==> src/flash_seq_pkg.sv <==
// Shared constants and types of the flash program and erase sequencer.
// Assumes a 20 MHz bus clock and a 7.37 MHz nominal internal oscillator.
package flash_seq_pkg;

  // Register byte offsets on the bus.
  localparam logic [7:0] OFS_CONTROL = 8'h00;
  localparam logic [7:0] OFS_KEY = 8'h04;
  localparam logic [7:0] OFS_PAGE = 8'h08;
  localparam logic [7:0] OFS_POINTER = 8'h0c;
  localparam logic [7:0] OFS_TBL_LOW = 8'h10;
  localparam logic [7:0] OFS_TBL_HIGH = 8'h14;
  localparam logic [7:0] OFS_TUNE = 8'h18;

  // Control register field positions.
  localparam int START_BIT = 15;
  localparam int ENABLE_BIT = 14;
  localparam int ERROR_BIT = 13;
  localparam int ERASE_BIT = 6;
  localparam int OP_MSB = 3;

  // Reset values.
  localparam logic [15:0] CONTROL_RESET = 16'h0000;
  localparam logic [7:0] PAGE_RESET = 8'h00;
  localparam logic [15:0] POINTER_RESET = 16'h0000;
  localparam logic [5:0] TUNE_RESET = 6'h00;

  // Unlock key bytes.
  localparam logic [7:0] KEY_FIRST = 8'h55;
  localparam logic [7:0] KEY_SECOND = 8'haa;

  // Operation select codes.
  localparam logic [3:0] OP_BULK = 4'hf;
  localparam logic [3:0] OP_GEN_SEG = 4'hd;
  localparam logic [3:0] OP_SEC_SEG = 4'hc;
  localparam logic [3:0] OP_WORD = 4'h3;
  localparam logic [3:0] OP_PAGE = 4'h2;
  localparam logic [3:0] OP_ROW = 4'h1;
  localparam logic [3:0] OP_CFG = 4'h0;

  // Oscillator rate emulation and operation length.
  localparam int HCLK_KHZ = 20000;
  localparam int OSC_KHZ = 7370;
  localparam int OSC_STEP = OSC_KHZ / 10;
  localparam int OSC_MOD = HCLK_KHZ / 10;
  localparam int TUNE_STEP = 3;
  localparam int ROW_WRITE_OSC_CYCLES = 11064;

  // Page and row alignment of the flash target address.
  localparam logic [23:0] PAGE_ADDR_MASK = 24'hff_fc00;
  localparam logic [23:0] ROW_ADDR_MASK = 24'hff_ff80;
  localparam logic [15:0] POINTER_STEP = 16'h0002;
  localparam logic [2:0] HSIZE_WORD = 3'h2;

  typedef enum logic [1:0] {
    KEY_IDLE = 2'b00,
    KEY_FIRST_SEEN = 2'b01,
    KEY_ARMED = 2'b10
  } key_state_type;

  typedef enum logic [0:0] {
    OP_IDLE = 1'b0,
    OP_RUN = 1'b1
  } op_state_type;

  typedef enum logic [3:0] {
    KIND_NONE = 4'b0000,
    KIND_BULK = 4'b0001,
    KIND_GEN_SEG = 4'b0010,
    KIND_SEC_SEG = 4'b0011,
    KIND_PAGE = 4'b0100,
    KIND_CFG_ERASE = 4'b0101,
    KIND_WORD = 4'b0110,
    KIND_ROW = 4'b0111,
    KIND_CFG_PROG = 4'b1000
  } op_kind_type;

endpackage

==> src/hold_buf_if.sv <==
// Interface between the sequencer and its row holding buffer.
// Assumes one clock shared by both ends.
`timescale 1ns/1ns
interface hold_buf_if #(
  parameter int IDX_W = 6,
  parameter int DATA_W = 24
);
  logic wr_lo;
  logic wr_hi;
  logic [IDX_W-1:0] wr_idx;
  logic [DATA_W-1:0] wdata;
  logic [IDX_W-1:0] rd_idx;
  logic [DATA_W-1:0] rdata;

  modport ctrl (output wr_lo, wr_hi, wr_idx, wdata, rd_idx, input rdata);
  modport buffer (input wr_lo, wr_hi, wr_idx, wdata, rd_idx, output rdata);
endinterface

==> src/frc_tick_gen.sv <==
// Fractional divider that emits one-cycle pulses at the oscillator rate.
// Assumes the bus clock rate named in the package; tune is two's complement.
`timescale 1ns/1ns
module osc_tick_gen (
  // Clock and reset
  input wire logic hclk,
  input wire logic hresetn,
  // Control
  input wire logic [5:0] osc_tune,
  // Rate pulse
  output logic tick
);
  typedef struct packed {
    logic [11:0] acc;
    logic tick;
  } state_type;

  state_type s_q;
  state_type s_d;
  logic [12:0] inc;
  logic [12:0] sum;

  always_comb begin
    inc = 13'(flash_seq_pkg::OSC_STEP +
              flash_seq_pkg::TUNE_STEP * $signed(osc_tune));
    sum = {1'b0, s_q.acc} + inc;
    s_d = s_q;
    s_d.tick = 1'b0;
    if (sum >= 13'(flash_seq_pkg::OSC_MOD)) begin
      s_d.acc = 12'(sum - 13'(flash_seq_pkg::OSC_MOD));
      s_d.tick = 1'b1;
    end else begin
      s_d.acc = sum[11:0];
    end
  end

  always_ff @(posedge hclk or negedge hresetn) begin
    if (!hresetn) begin
      s_q <= '0;
    end else begin
      s_q <= s_d;
    end
  end

  assign tick = s_q.tick;
endmodule

==> src/row_hold_buffer.sv <==
// Row holding buffer: one entry per instruction, low and high lanes apart.
// Assumes writes and reads are indexed by the sequencer.
`timescale 1ns/1ns
module row_hold_buffer #(
  parameter int DEPTH = 64,
  parameter int DATA_W = 24
) (
  // Clock and reset
  input wire logic hclk,
  input wire logic hresetn,
  // Sequencer side
  hold_buf_if.buffer hb
);
  typedef struct packed {
    logic [DEPTH-1:0][DATA_W-1:0] mem;
    logic [DATA_W-1:0] rdata;
  } state_type;

  state_type s_q;
  state_type s_d;

  always_comb begin
    s_d = s_q;
    if (hb.wr_lo) begin
      s_d.mem[hb.wr_idx][15:0] = hb.wdata[15:0];
    end
    if (hb.wr_hi) begin
      s_d.mem[hb.wr_idx][DATA_W-1:16] = hb.wdata[DATA_W-1:16];
    end
    s_d.rdata = s_q.mem[hb.rd_idx];
  end

  always_ff @(posedge hclk or negedge hresetn) begin
    if (!hresetn) begin
      s_q <= '0;
    end else begin
      s_q <= s_d;
    end
  end

  assign hb.rdata = s_q.rdata;
endmodule

==> src/flash_program_erase_sequencer.sv <==
// Flash program and erase sequencer with an AHB-Lite register slave.
// Assumes hresetn is the power-on reset and warm_reset any other source.
// Notes on behaviour
// RULE1: Core is stalled from operation start until it completes.
// RULE2: Operations are timed by ticks of the emulated internal oscillator.
// RULE3: Row write lasts 11064 oscillator ticks.
// RULE4: Start bit 15 launches the operation; hardware clears it at the end.
// RULE5: Software can only set start; writing zero does nothing.
// RULE6: Enable bit 14 permits operations; zero blocks them.
// RULE7: Error bit 13 flags improper starts or aborts, not normal ends.
// RULE8: Erase bit 6 chooses erase or program meaning of the op field.
// RULE9: Erase codes: f bulk, d general, c secure, 2 page, 0 config byte.
// RULE10: Program codes: 3 word, 1 row, 0 config byte.
// RULE11: Any other op code starts no flash activity.
// RULE12: Control bits reset only at power-on, not by other resets.
// RULE13: Software writes 55 then aa to the key register before start.
// RULE14: Key register takes the low byte only and reads as zero.
// RULE15: Page erase covers 512 instructions, row program 64.
// RULE16: Page erase flow: op 2, erase, enable, address, keys, start.
// RULE17: Row flow: fill buffers, op 1, program, enable, keys, start.
// RULE18: Software puts two no-operations after setting start.
// RULE19: Holding buffers hold 64 instructions loaded by table writes.
// RULE20: Target address is table page byte joined with the pointer.
// RULE21: Start without a fresh key pair sets error and starts nothing.
`timescale 1ns/1ns
module flash_program_erase_sequencer #(
  parameter logic [15:0] ROW_OSC_CYCLES = 16'(
    flash_seq_pkg::ROW_WRITE_OSC_CYCLES),
  parameter logic [15:0] ERASE_OSC_CYCLES = 16'h2b38,
  parameter logic [15:0] WORD_OSC_CYCLES = 16'h0400
) (
  // Clock and power-on reset
  input wire logic hclk,
  input wire logic hresetn,
  // Other reset sources
  input wire logic warm_reset,
  // AHB-Lite slave
  input wire logic hsel,
  input wire logic [31:0] haddr,
  input wire logic [1:0] htrans,
  input wire logic hwrite,
  input wire logic [2:0] hsize,
  input wire logic [31:0] hwdata,
  input wire logic hready,
  output logic hreadyout,
  output logic hresp,
  output logic [31:0] hrdata,
  // Core and flash array
  output logic cpu_stall,
  output logic flash_busy,
  output logic [3:0] flash_op,
  output logic [23:0] flash_addr,
  output logic [23:0] flash_wdata,
  output logic flash_done
);
  typedef struct packed {
    logic pend;
    logic pend_wr;
    logic [7:0] addr;
    logic start;
    logic enable;
    logic error;
    logic erase;
    logic [3:0] op;
    logic [7:0] page;
    logic [15:0] ptr;
    logic [5:0] tune;
    flash_seq_pkg::key_state_type key;
    flash_seq_pkg::op_state_type run;
    flash_seq_pkg::op_kind_type kind;
    logic [15:0] count;
    logic [23:0] faddr;
    logic [5:0] row_idx;
    logic done;
  } state_type;

  state_type s_q;
  state_type s_d;
  logic tick;
  logic wr_now;
  logic [23:0] target;
  flash_seq_pkg::op_kind_type new_kind;

  hold_buf_if #(.IDX_W(6), .DATA_W(24)) hb ();

  // RULE8 erase select
  // RULE9 erase decode
  // RULE10 program decode
  // RULE11 unimplemented codes
  function automatic flash_seq_pkg::op_kind_type op_decode(
    input logic erase,
    input logic [3:0] code
  );
    op_decode = flash_seq_pkg::KIND_NONE;
    if (erase) begin
      case (code)
        flash_seq_pkg::OP_BULK: op_decode = flash_seq_pkg::KIND_BULK;
        flash_seq_pkg::OP_GEN_SEG: op_decode = flash_seq_pkg::KIND_GEN_SEG;
        flash_seq_pkg::OP_SEC_SEG: op_decode = flash_seq_pkg::KIND_SEC_SEG;
        flash_seq_pkg::OP_PAGE: op_decode = flash_seq_pkg::KIND_PAGE;
        flash_seq_pkg::OP_CFG: op_decode = flash_seq_pkg::KIND_CFG_ERASE;
        default: op_decode = flash_seq_pkg::KIND_NONE;
      endcase
    end else begin
      case (code)
        flash_seq_pkg::OP_WORD: op_decode = flash_seq_pkg::KIND_WORD;
        flash_seq_pkg::OP_ROW: op_decode = flash_seq_pkg::KIND_ROW;
        flash_seq_pkg::OP_CFG: op_decode = flash_seq_pkg::KIND_CFG_PROG;
        default: op_decode = flash_seq_pkg::KIND_NONE;
      endcase
    end
  endfunction

  // RULE3 row write length
  function automatic logic [15:0] op_length(
    input flash_seq_pkg::op_kind_type kind
  );
    op_length = ERASE_OSC_CYCLES;
    if (kind == flash_seq_pkg::KIND_ROW) begin
      op_length = ROW_OSC_CYCLES;
    end else if (kind == flash_seq_pkg::KIND_WORD ||
                 kind == flash_seq_pkg::KIND_CFG_PROG) begin
      op_length = WORD_OSC_CYCLES;
    end
  endfunction

  // RULE14 key reads zero
  function automatic logic [31:0] read_value(input state_type s);
    logic [15:0] ctrl;
    ctrl = flash_seq_pkg::CONTROL_RESET;
    read_value = 32'h0000_0000;
    ctrl[flash_seq_pkg::START_BIT] = s.start;
    ctrl[flash_seq_pkg::ENABLE_BIT] = s.enable;
    ctrl[flash_seq_pkg::ERROR_BIT] = s.error;
    ctrl[flash_seq_pkg::ERASE_BIT] = s.erase;
    ctrl[flash_seq_pkg::OP_MSB:0] = s.op;
    if (s.addr == flash_seq_pkg::OFS_CONTROL) begin
      read_value = {16'h0000, ctrl};
    end else if (s.addr == flash_seq_pkg::OFS_PAGE) begin
      read_value = {24'h00_0000, s.page};
    end else if (s.addr == flash_seq_pkg::OFS_POINTER) begin
      read_value = {16'h0000, s.ptr};
    end else if (s.addr == flash_seq_pkg::OFS_TUNE) begin
      read_value = {26'h000_0000, s.tune};
    end
  endfunction

  // RULE2 oscillator timing
  osc_tick_gen u_tick (
    .hclk(hclk),
    .hresetn(hresetn),
    .osc_tune(s_q.tune),
    .tick(tick)
  );

  // RULE19 holding buffers
  row_hold_buffer #(.DEPTH(64), .DATA_W(24)) u_buf (
    .hclk(hclk),
    .hresetn(hresetn),
    .hb(hb)
  );

  // RULE1 core stall
  assign hreadyout = !(s_q.pend && s_q.run == flash_seq_pkg::OP_RUN);
  assign hresp = 1'b0;
  assign wr_now = s_q.pend && s_q.pend_wr && hreadyout;
  assign hrdata = (s_q.pend && !s_q.pend_wr) ? read_value(s_q) :
                  32'h0000_0000;
  // RULE20 target address
  assign target = {s_q.page, s_q.ptr};
  assign new_kind = op_decode(hwdata[flash_seq_pkg::ERASE_BIT],
                              hwdata[flash_seq_pkg::OP_MSB:0]);

  assign hb.wr_lo = wr_now && s_q.addr == flash_seq_pkg::OFS_TBL_LOW;
  assign hb.wr_hi = wr_now && s_q.addr == flash_seq_pkg::OFS_TBL_HIGH;
  assign hb.wr_idx = s_q.ptr[6:1];
  assign hb.wdata = hb.wr_hi ? {hwdata[7:0], 16'h0000} :
                    {8'h00, hwdata[15:0]};
  assign hb.rd_idx = (s_q.kind == flash_seq_pkg::KIND_ROW) ? s_q.row_idx :
                     s_q.ptr[6:1];

  always_comb begin
    s_d = s_q;
    s_d.done = 1'b0;
    if (hsel && htrans[1] && hready) begin
      s_d.pend = 1'b1;
      s_d.pend_wr = hwrite && hsize == flash_seq_pkg::HSIZE_WORD;
      s_d.addr = haddr[7:0];
    end else if (hreadyout) begin
      s_d.pend = 1'b0;
    end
    if (wr_now) begin
      if (s_q.addr != flash_seq_pkg::OFS_KEY) begin
        s_d.key = flash_seq_pkg::KEY_IDLE;
      end
      if (s_q.addr == flash_seq_pkg::OFS_CONTROL) begin
        s_d.enable = hwdata[flash_seq_pkg::ENABLE_BIT];
        s_d.error = hwdata[flash_seq_pkg::ERROR_BIT];
        s_d.erase = hwdata[flash_seq_pkg::ERASE_BIT];
        s_d.op = hwdata[flash_seq_pkg::OP_MSB:0];
        // RULE5 set only start
        if (hwdata[flash_seq_pkg::START_BIT]) begin
          // RULE21 improper start
          // RULE6 enable gate
          if (s_q.key != flash_seq_pkg::KEY_ARMED || warm_reset ||
              !hwdata[flash_seq_pkg::ENABLE_BIT]) begin
            // RULE7 error set wins
            s_d.error = 1'b1;
          end else if (new_kind != flash_seq_pkg::KIND_NONE) begin
            // RULE4 launch
            s_d.start = 1'b1;
            s_d.run = flash_seq_pkg::OP_RUN;
            s_d.kind = new_kind;
            s_d.count = op_length(new_kind) - 16'h0001;
            s_d.row_idx = 6'h00;
            // RULE15 page and row spans
            if (new_kind == flash_seq_pkg::KIND_PAGE) begin
              s_d.faddr = target & flash_seq_pkg::PAGE_ADDR_MASK;
            end else if (new_kind == flash_seq_pkg::KIND_ROW) begin
              s_d.faddr = target & flash_seq_pkg::ROW_ADDR_MASK;
            end else begin
              s_d.faddr = target;
            end
          end
        end
      end else if (s_q.addr == flash_seq_pkg::OFS_KEY) begin
        // RULE13 consecutive key pair
        if (hwdata[7:0] == flash_seq_pkg::KEY_FIRST) begin
          s_d.key = flash_seq_pkg::KEY_FIRST_SEEN;
        end else if (s_q.key == flash_seq_pkg::KEY_FIRST_SEEN &&
                     hwdata[7:0] == flash_seq_pkg::KEY_SECOND) begin
          s_d.key = flash_seq_pkg::KEY_ARMED;
        end else begin
          s_d.key = flash_seq_pkg::KEY_IDLE;
        end
      end else if (s_q.addr == flash_seq_pkg::OFS_PAGE) begin
        s_d.page = hwdata[7:0];
      end else if (s_q.addr == flash_seq_pkg::OFS_POINTER) begin
        s_d.ptr = hwdata[15:0];
      end else if (s_q.addr == flash_seq_pkg::OFS_TBL_HIGH) begin
        s_d.ptr = s_q.ptr + flash_seq_pkg::POINTER_STEP;
      end else if (s_q.addr == flash_seq_pkg::OFS_TUNE) begin
        s_d.tune = hwdata[5:0];
      end
    end
    case (s_q.run)
      flash_seq_pkg::OP_IDLE: begin
      end
      flash_seq_pkg::OP_RUN: begin
        if (warm_reset) begin
          s_d.error = 1'b1;
          s_d.start = 1'b0;
          s_d.run = flash_seq_pkg::OP_IDLE;
        end else if (tick) begin
          s_d.row_idx = s_q.row_idx + 6'h01;
          if (s_q.count == 16'h0000) begin
            // RULE4 hardware clear
            s_d.start = 1'b0;
            s_d.run = flash_seq_pkg::OP_IDLE;
            s_d.done = 1'b1;
          end else begin
            s_d.count = s_q.count - 16'h0001;
          end
        end
      end
      default: s_d.run = flash_seq_pkg::OP_IDLE;
    endcase
    // RULE12 warm reset spares control
    if (warm_reset) begin
      s_d.key = flash_seq_pkg::KEY_IDLE;
    end
  end

  always_ff @(posedge hclk or negedge hresetn) begin
    if (!hresetn) begin
      s_q <= '0;
      s_q.start <= flash_seq_pkg::CONTROL_RESET[flash_seq_pkg::START_BIT];
      s_q.page <= flash_seq_pkg::PAGE_RESET;
      s_q.ptr <= flash_seq_pkg::POINTER_RESET;
      s_q.tune <= flash_seq_pkg::TUNE_RESET;
    end else begin
      s_q <= s_d;
    end
  end

  assign cpu_stall = s_q.run == flash_seq_pkg::OP_RUN;
  assign flash_busy = s_q.run == flash_seq_pkg::OP_RUN;
  assign flash_op = s_q.kind;
  assign flash_addr = s_q.faddr;
  assign flash_wdata = hb.rdata;
  assign flash_done = s_q.done;

  // Ticks seen during the running operation, for the length check.
  logic [15:0] ticks_seen_q;
  always_ff @(posedge hclk or negedge hresetn) begin
    if (!hresetn) begin
      ticks_seen_q <= 16'h0000;
    end else if (s_q.run == flash_seq_pkg::OP_IDLE) begin
      ticks_seen_q <= 16'h0000;
    end else if (tick) begin
      ticks_seen_q <= ticks_seen_q + 16'h0001;
    end
  end

  a_stall_on_run: assert property ( // RULE1
    @(posedge hclk) disable iff (!hresetn)
    (s_q.run == flash_seq_pkg::OP_RUN && s_q.pend) |-> !hreadyout)
    else $error("bus access not stalled during operation");

  a_row_length: assert property ( // RULE3
    @(posedge hclk) disable iff (!hresetn)
    (s_q.done && s_q.kind == flash_seq_pkg::KIND_ROW) |->
    ($past(ticks_seen_q) + 16'h0001 == ROW_OSC_CYCLES))
    else $error("row write length wrong");

  a_start_launch: assert property ( // RULE4
    @(posedge hclk) disable iff (!hresetn)
    $rose(flash_busy) |-> s_q.start ##0 (s_q.start throughout
    flash_busy[*1]))
    else $error("start bit not set at launch");

  a_start_clear: assert property ( // RULE5
    @(posedge hclk) disable iff (!hresetn)
    $fell(s_q.start) |-> ($past(flash_busy) && !flash_busy &&
    ($past(tick) || $past(warm_reset))))
    else $error("start bit cleared by other than hardware");

  a_enable_gate: assert property ( // RULE6
    @(posedge hclk) disable iff (!hresetn)
    $rose(flash_busy) |-> s_q.enable)
    else $error("operation started while disabled");

  a_error_normal: assert property ( // RULE7
    @(posedge hclk) disable iff (!hresetn)
    s_q.done |-> s_q.error == $past(s_q.error))
    else $error("error flag changed at normal completion");

  a_error_abort: assert property ( // RULE7
    @(posedge hclk) disable iff (!hresetn)
    (flash_busy && warm_reset) |=> (s_q.error && !flash_busy))
    else $error("abort did not flag error");

  a_known_kind: assert property ( // RULE11
    @(posedge hclk) disable iff (!hresetn)
    $rose(flash_busy) |-> flash_op != flash_seq_pkg::KIND_NONE)
    else $error("unimplemented code started an operation");

  a_key_armed: assert property ( // RULE21
    @(posedge hclk) disable iff (!hresetn)
    $rose(flash_busy) |-> $past(s_q.key) == flash_seq_pkg::KEY_ARMED)
    else $error("operation started without key pair");

  a_key_read_zero: assert property ( // RULE14
    @(posedge hclk) disable iff (!hresetn)
    (s_q.pend && !s_q.pend_wr && s_q.addr == flash_seq_pkg::OFS_KEY) |->
    hrdata == 32'h0000_0000)
    else $error("key register read not zero");

  a_warm_keeps: assert property ( // RULE12
    @(posedge hclk) disable iff (!hresetn)
    (warm_reset && !flash_busy && !wr_now) |=>
    (s_q.enable == $past(s_q.enable) && s_q.op == $past(s_q.op) &&
    s_q.erase == $past(s_q.erase)))
    else $error("warm reset changed control bits");

endmodule

==> config.mk <==
export PLATFORM = sky130hd
export DESIGN_NAME = flash_program_erase_sequencer
export DESIGN_NICKNAME = d
export VERILOG_FILES = /design/src/flash_seq_pkg.sv /design/src/hold_buf_if.sv /design/src/frc_tick_gen.sv /design/src/row_hold_buffer.sv /design/src/flash_program_erase_sequencer.sv
export SDC_FILE = /design/constraint.sdc
export NUM_CORES = 2
export LEC_CHECK = 0
export ABC_AREA = 1
export BUFFER_PORTS_ARGS = -buffer_cell sky130_fd_sc_hd__buf_2
export CORE_ASPECT_RATIO = 0.75
export CORE_UTILIZATION = 55
export DETAILED_ROUTE_END_ITERATION = 7
export MAX_ROUTING_LAYER = met4
export PLACE_DENSITY = 0.77
export SYNTH_ARGS = -nofsm -noshare
export SYNTH_HDL_FRONTEND = slang
export SYNTH_HIERARCHICAL = 1
export SYNTH_SLANG_ARGS = --single-unit
==> constraint.sdc <==
create_clock -name hclk -period 4.8 [get_ports hclk]
set_input_delay 0.48 -clock hclk [delete_from_list [all_inputs] [get_ports hclk]]
set_output_delay 0.48 -clock hclk [all_outputs]
set_load 0.02 [all_outputs]
==> flow_summary.toml <==
[timing]
drv_slew = 0
finalCritPeriodShare_pct = 85.4
worstMarginPinSlew_ns = 1.28
max_freq_ghz = 0.244
fin_crit_ns = 4.10
finalSetupViolCount = 0
holdWs_ns = 0.0482
skew_ns = 0.0339
tns_ns = 0
hold_viol = 0
max_slew_margin_pct = 14.6
rsz0062_at_grt = "false"

[yosys]
yosys-top-cells-area = "dfrtp_1 53%, nand2_1 19%, o21ai_0 10%"
synth-seq-cells = 1675
avgSynthCellArea_sq_um = 7.91
synth.area.mux_share_pct = 0.0127
yosys.area_share.simple_pct = 29.0
synth_top_family_by_area = "simple AND/OR/NAND/NOR gates"
synth-compound-area-share_pct = 10.8
synth_top_area_share_pct = 53.2
ys_seq_area_share_pct = 53.2
yosys_warnings = 6
syn_area_sq_mm = 0.0788
syn_inst = 9950
netlist-cell-type-count = 51
synth_adder_area_share_pct = 0.502
yosys.area.top_type = "dfrtp_1"
synth_xor_area_share_pct = 0.278

[place]
dpl-instance-area_sq_mm = 0.0794
portBuffers = 105
place.gp.congestion = 0.935
place_hpwl_um = 140000

[final_layout]
drive_gt1_share_pct = 6.75
final_cell_area_sq_mm = 0.0851
final_nets = 9688
most-common-layout-cells = "3888 x nand2_1, 1675 x dfrtp_1, 1591 x o21ai_0"
mostFrequentLayoutCell = "nand2_1"
final_util_pct = 60.3
syn2layout_area_growth_pct = 8.11

[clocking]
path_clk_slew_ns = 0.07
cts_buffers = 163
htree_levels = 4
cts_root_buffer = "clkbuf_16"
clk_latency_ns = 0.83
ctsResizeCount = 0
cts.path.max_buffers = 3
cts_tree = "done"
clock_sinks = 1675

[global_routing]
gr-total-overflow = 0
grt_max_degree = 137
met3_usage_pct = 9.05
top_usage_layer = "met2"
grt_usage_pct = 34.1
antenna_found_initial = 8
grtUsageMet2_pct = 48.6
grt_pass1_wl_um = 374000
grt_util_met1_pct = 46.4
grt_pass1_vias = 65400

[critical_path]
crit_slowest_cell = "nand3_1"
crit_top_cell = "nand3_1"
crit_path_end_kind = "register"
required_ns = 5.53
crit_type = "register to register"
path_max_fanout = 70
path_delay_family = "simple AND/OR/NAND/NOR gates"
crit_arrival_ns = 4.83
critical-path-max-stage-delay_ns = 0.53
start_kind = "register"
cp_num_buf_inv = 3
path_cells = "nor2_1, nand3_1, a21oi_4, buf_4, buf_12, buf_4, nand2_1, nand3_1, nand3_1, nand2_1, nand2_1, nand3_1, nand3_1, nand2_1"

[drt]
first_iter_violations = 10400
wl_per_cell_um = 20.7
drc = 1
drt-pass1-iter-count = 8
num_vias = 70200
wl_um = 240000
routed_via_density = 6.05
antenna_left = 0

[power_and_ir_drop]
power_mw = 29.1
power_density_mw_per_mm2 = 342
ir_worst_vdd_uv = 478
leakage_nw = 43.9

[flow_run]
drv_cap = 0

[floorplan]
die_w_um = 439
initial_core_util_pct = 55.7
fp.dieH_um = 330
row_count = 119
design.die.area_sq_mm = 0.145
core-area_sq_mm = 0.141
ios = 164

[worst_hold_path]
hold_class = "primary input to register"

[status]
run_status = "finished with violations"
violations = "DRC"
==> repair_timing <==
item / CTS / global route
hold buffers: 19 / 0
buffers inserted: 0 / 0
endpoints found under the hold margin: 125 / 0
==> worst min-delay path, delay by kind of cell <==
family | cells | cell delay, ns
AO/OA/AOI/OAI | 1 | 0.14
buffers and inverters | 2 | 0.20
==> registers in the layout, summed over array words and instances (netlist names) <==
name and cells:
u_buf/s_q 1536, s_q 66, flash_addr 24, u_buf/hb.rdata 24, u_tick/s_q 12, hb.wr_idx 6
flash_op 4, cpu_stall 1, flash_done 1, u_tick/tick 1
==> layer usage <==
metal  vias to the layer above  part of all wire [%]
met5                         -                     0
met1                     33900                    40
met2                      4053                    43
met3                       598                    12
li1                      31600                     -
met4                         0                   4.1
==> area by class of cell <==
cell class                 count  area, sq um
tap                         1875         2350
fill                       12000        56200
sequential                  1675        41900
timing repair buffer         291         2510
antenna                        9         22.5
clock inverter                42          510
multi-input combinational   7269        32100
clock buffer                 254         5010
inverter                     182          713
==> worst paths after layout <==
kind / from / end / slack [ns] / cells past startpoint
setup / recovery: flash_op[3] / u_buf/hb.rdata[2] / 0.70 / 14
hold / removal: hwdata[13] / s_q[89] / 0.05 / 3
setup reg to reg: flash_op[3] / u_buf/hb.rdata[2] / 0.70 / 14
hold reg to reg: flash_addr[8] / flash_addr[8] / 0.48 / 2
max in group asynchronous: hresetn / u_buf/s_q[348] / 3.06 / 3
min in group asynchronous: hresetn / u_buf/s_q[1525] / 0.35 / 2
==> synthesized netlist by cell type (all sizes together) <==
cell / count
and2: 1
nor2: 169
a21oi: 41
clkinv: 26
o41ai: 1
fa: 1
a22o: 1
o211ai: 4
a31oi: 6
nand3: 1383
clkbuf: 406
o22ai: 1
mux2i: 1
ha: 30
a21boi: 1
dfrtp: 1675
o221ai: 1
conb: 1
or2: 3
o31ai: 2
xor2: 18
nand4: 24
a31o: 1
o21a: 2
and3: 1
nor3: 19
xnor2: 7
o2111ai: 1
nor4: 2
nand3b: 2
nand2: 3908
inv: 156
buf: 434
o21ai: 1621
==> where the power goes <==
group | internal [mW] | switching [mW]
clock | 7.62 | 5.64
combinational | 0.424 | 1.20
sequential | 14.2 | 0.0442
==> cell families (layout without fill, tap and decap cells) <==
kind of cell,after synthesis,in the layout
buffers and inverters,1022,769
flip-flops,1675,1675
AO/OA/AOI/OAI,1683,1683
multiplexers,1,1
other,1,26
adder cells (fa/ha/maj),31,31
XOR/XNOR,25,25
AND/OR/NAND/NOR,5512,5512
==> per-stage QoR <==
stage,std cells,setup WS (ns)
final,11600,0.700
after global routing,11600,0.518
after floorplan,9966,1.47
after CTS,11600,0.861
after global placement,11300,0.939
after detailed placement,11300,0.889
No activity file was read; power rests on OpenSTA's default activity.
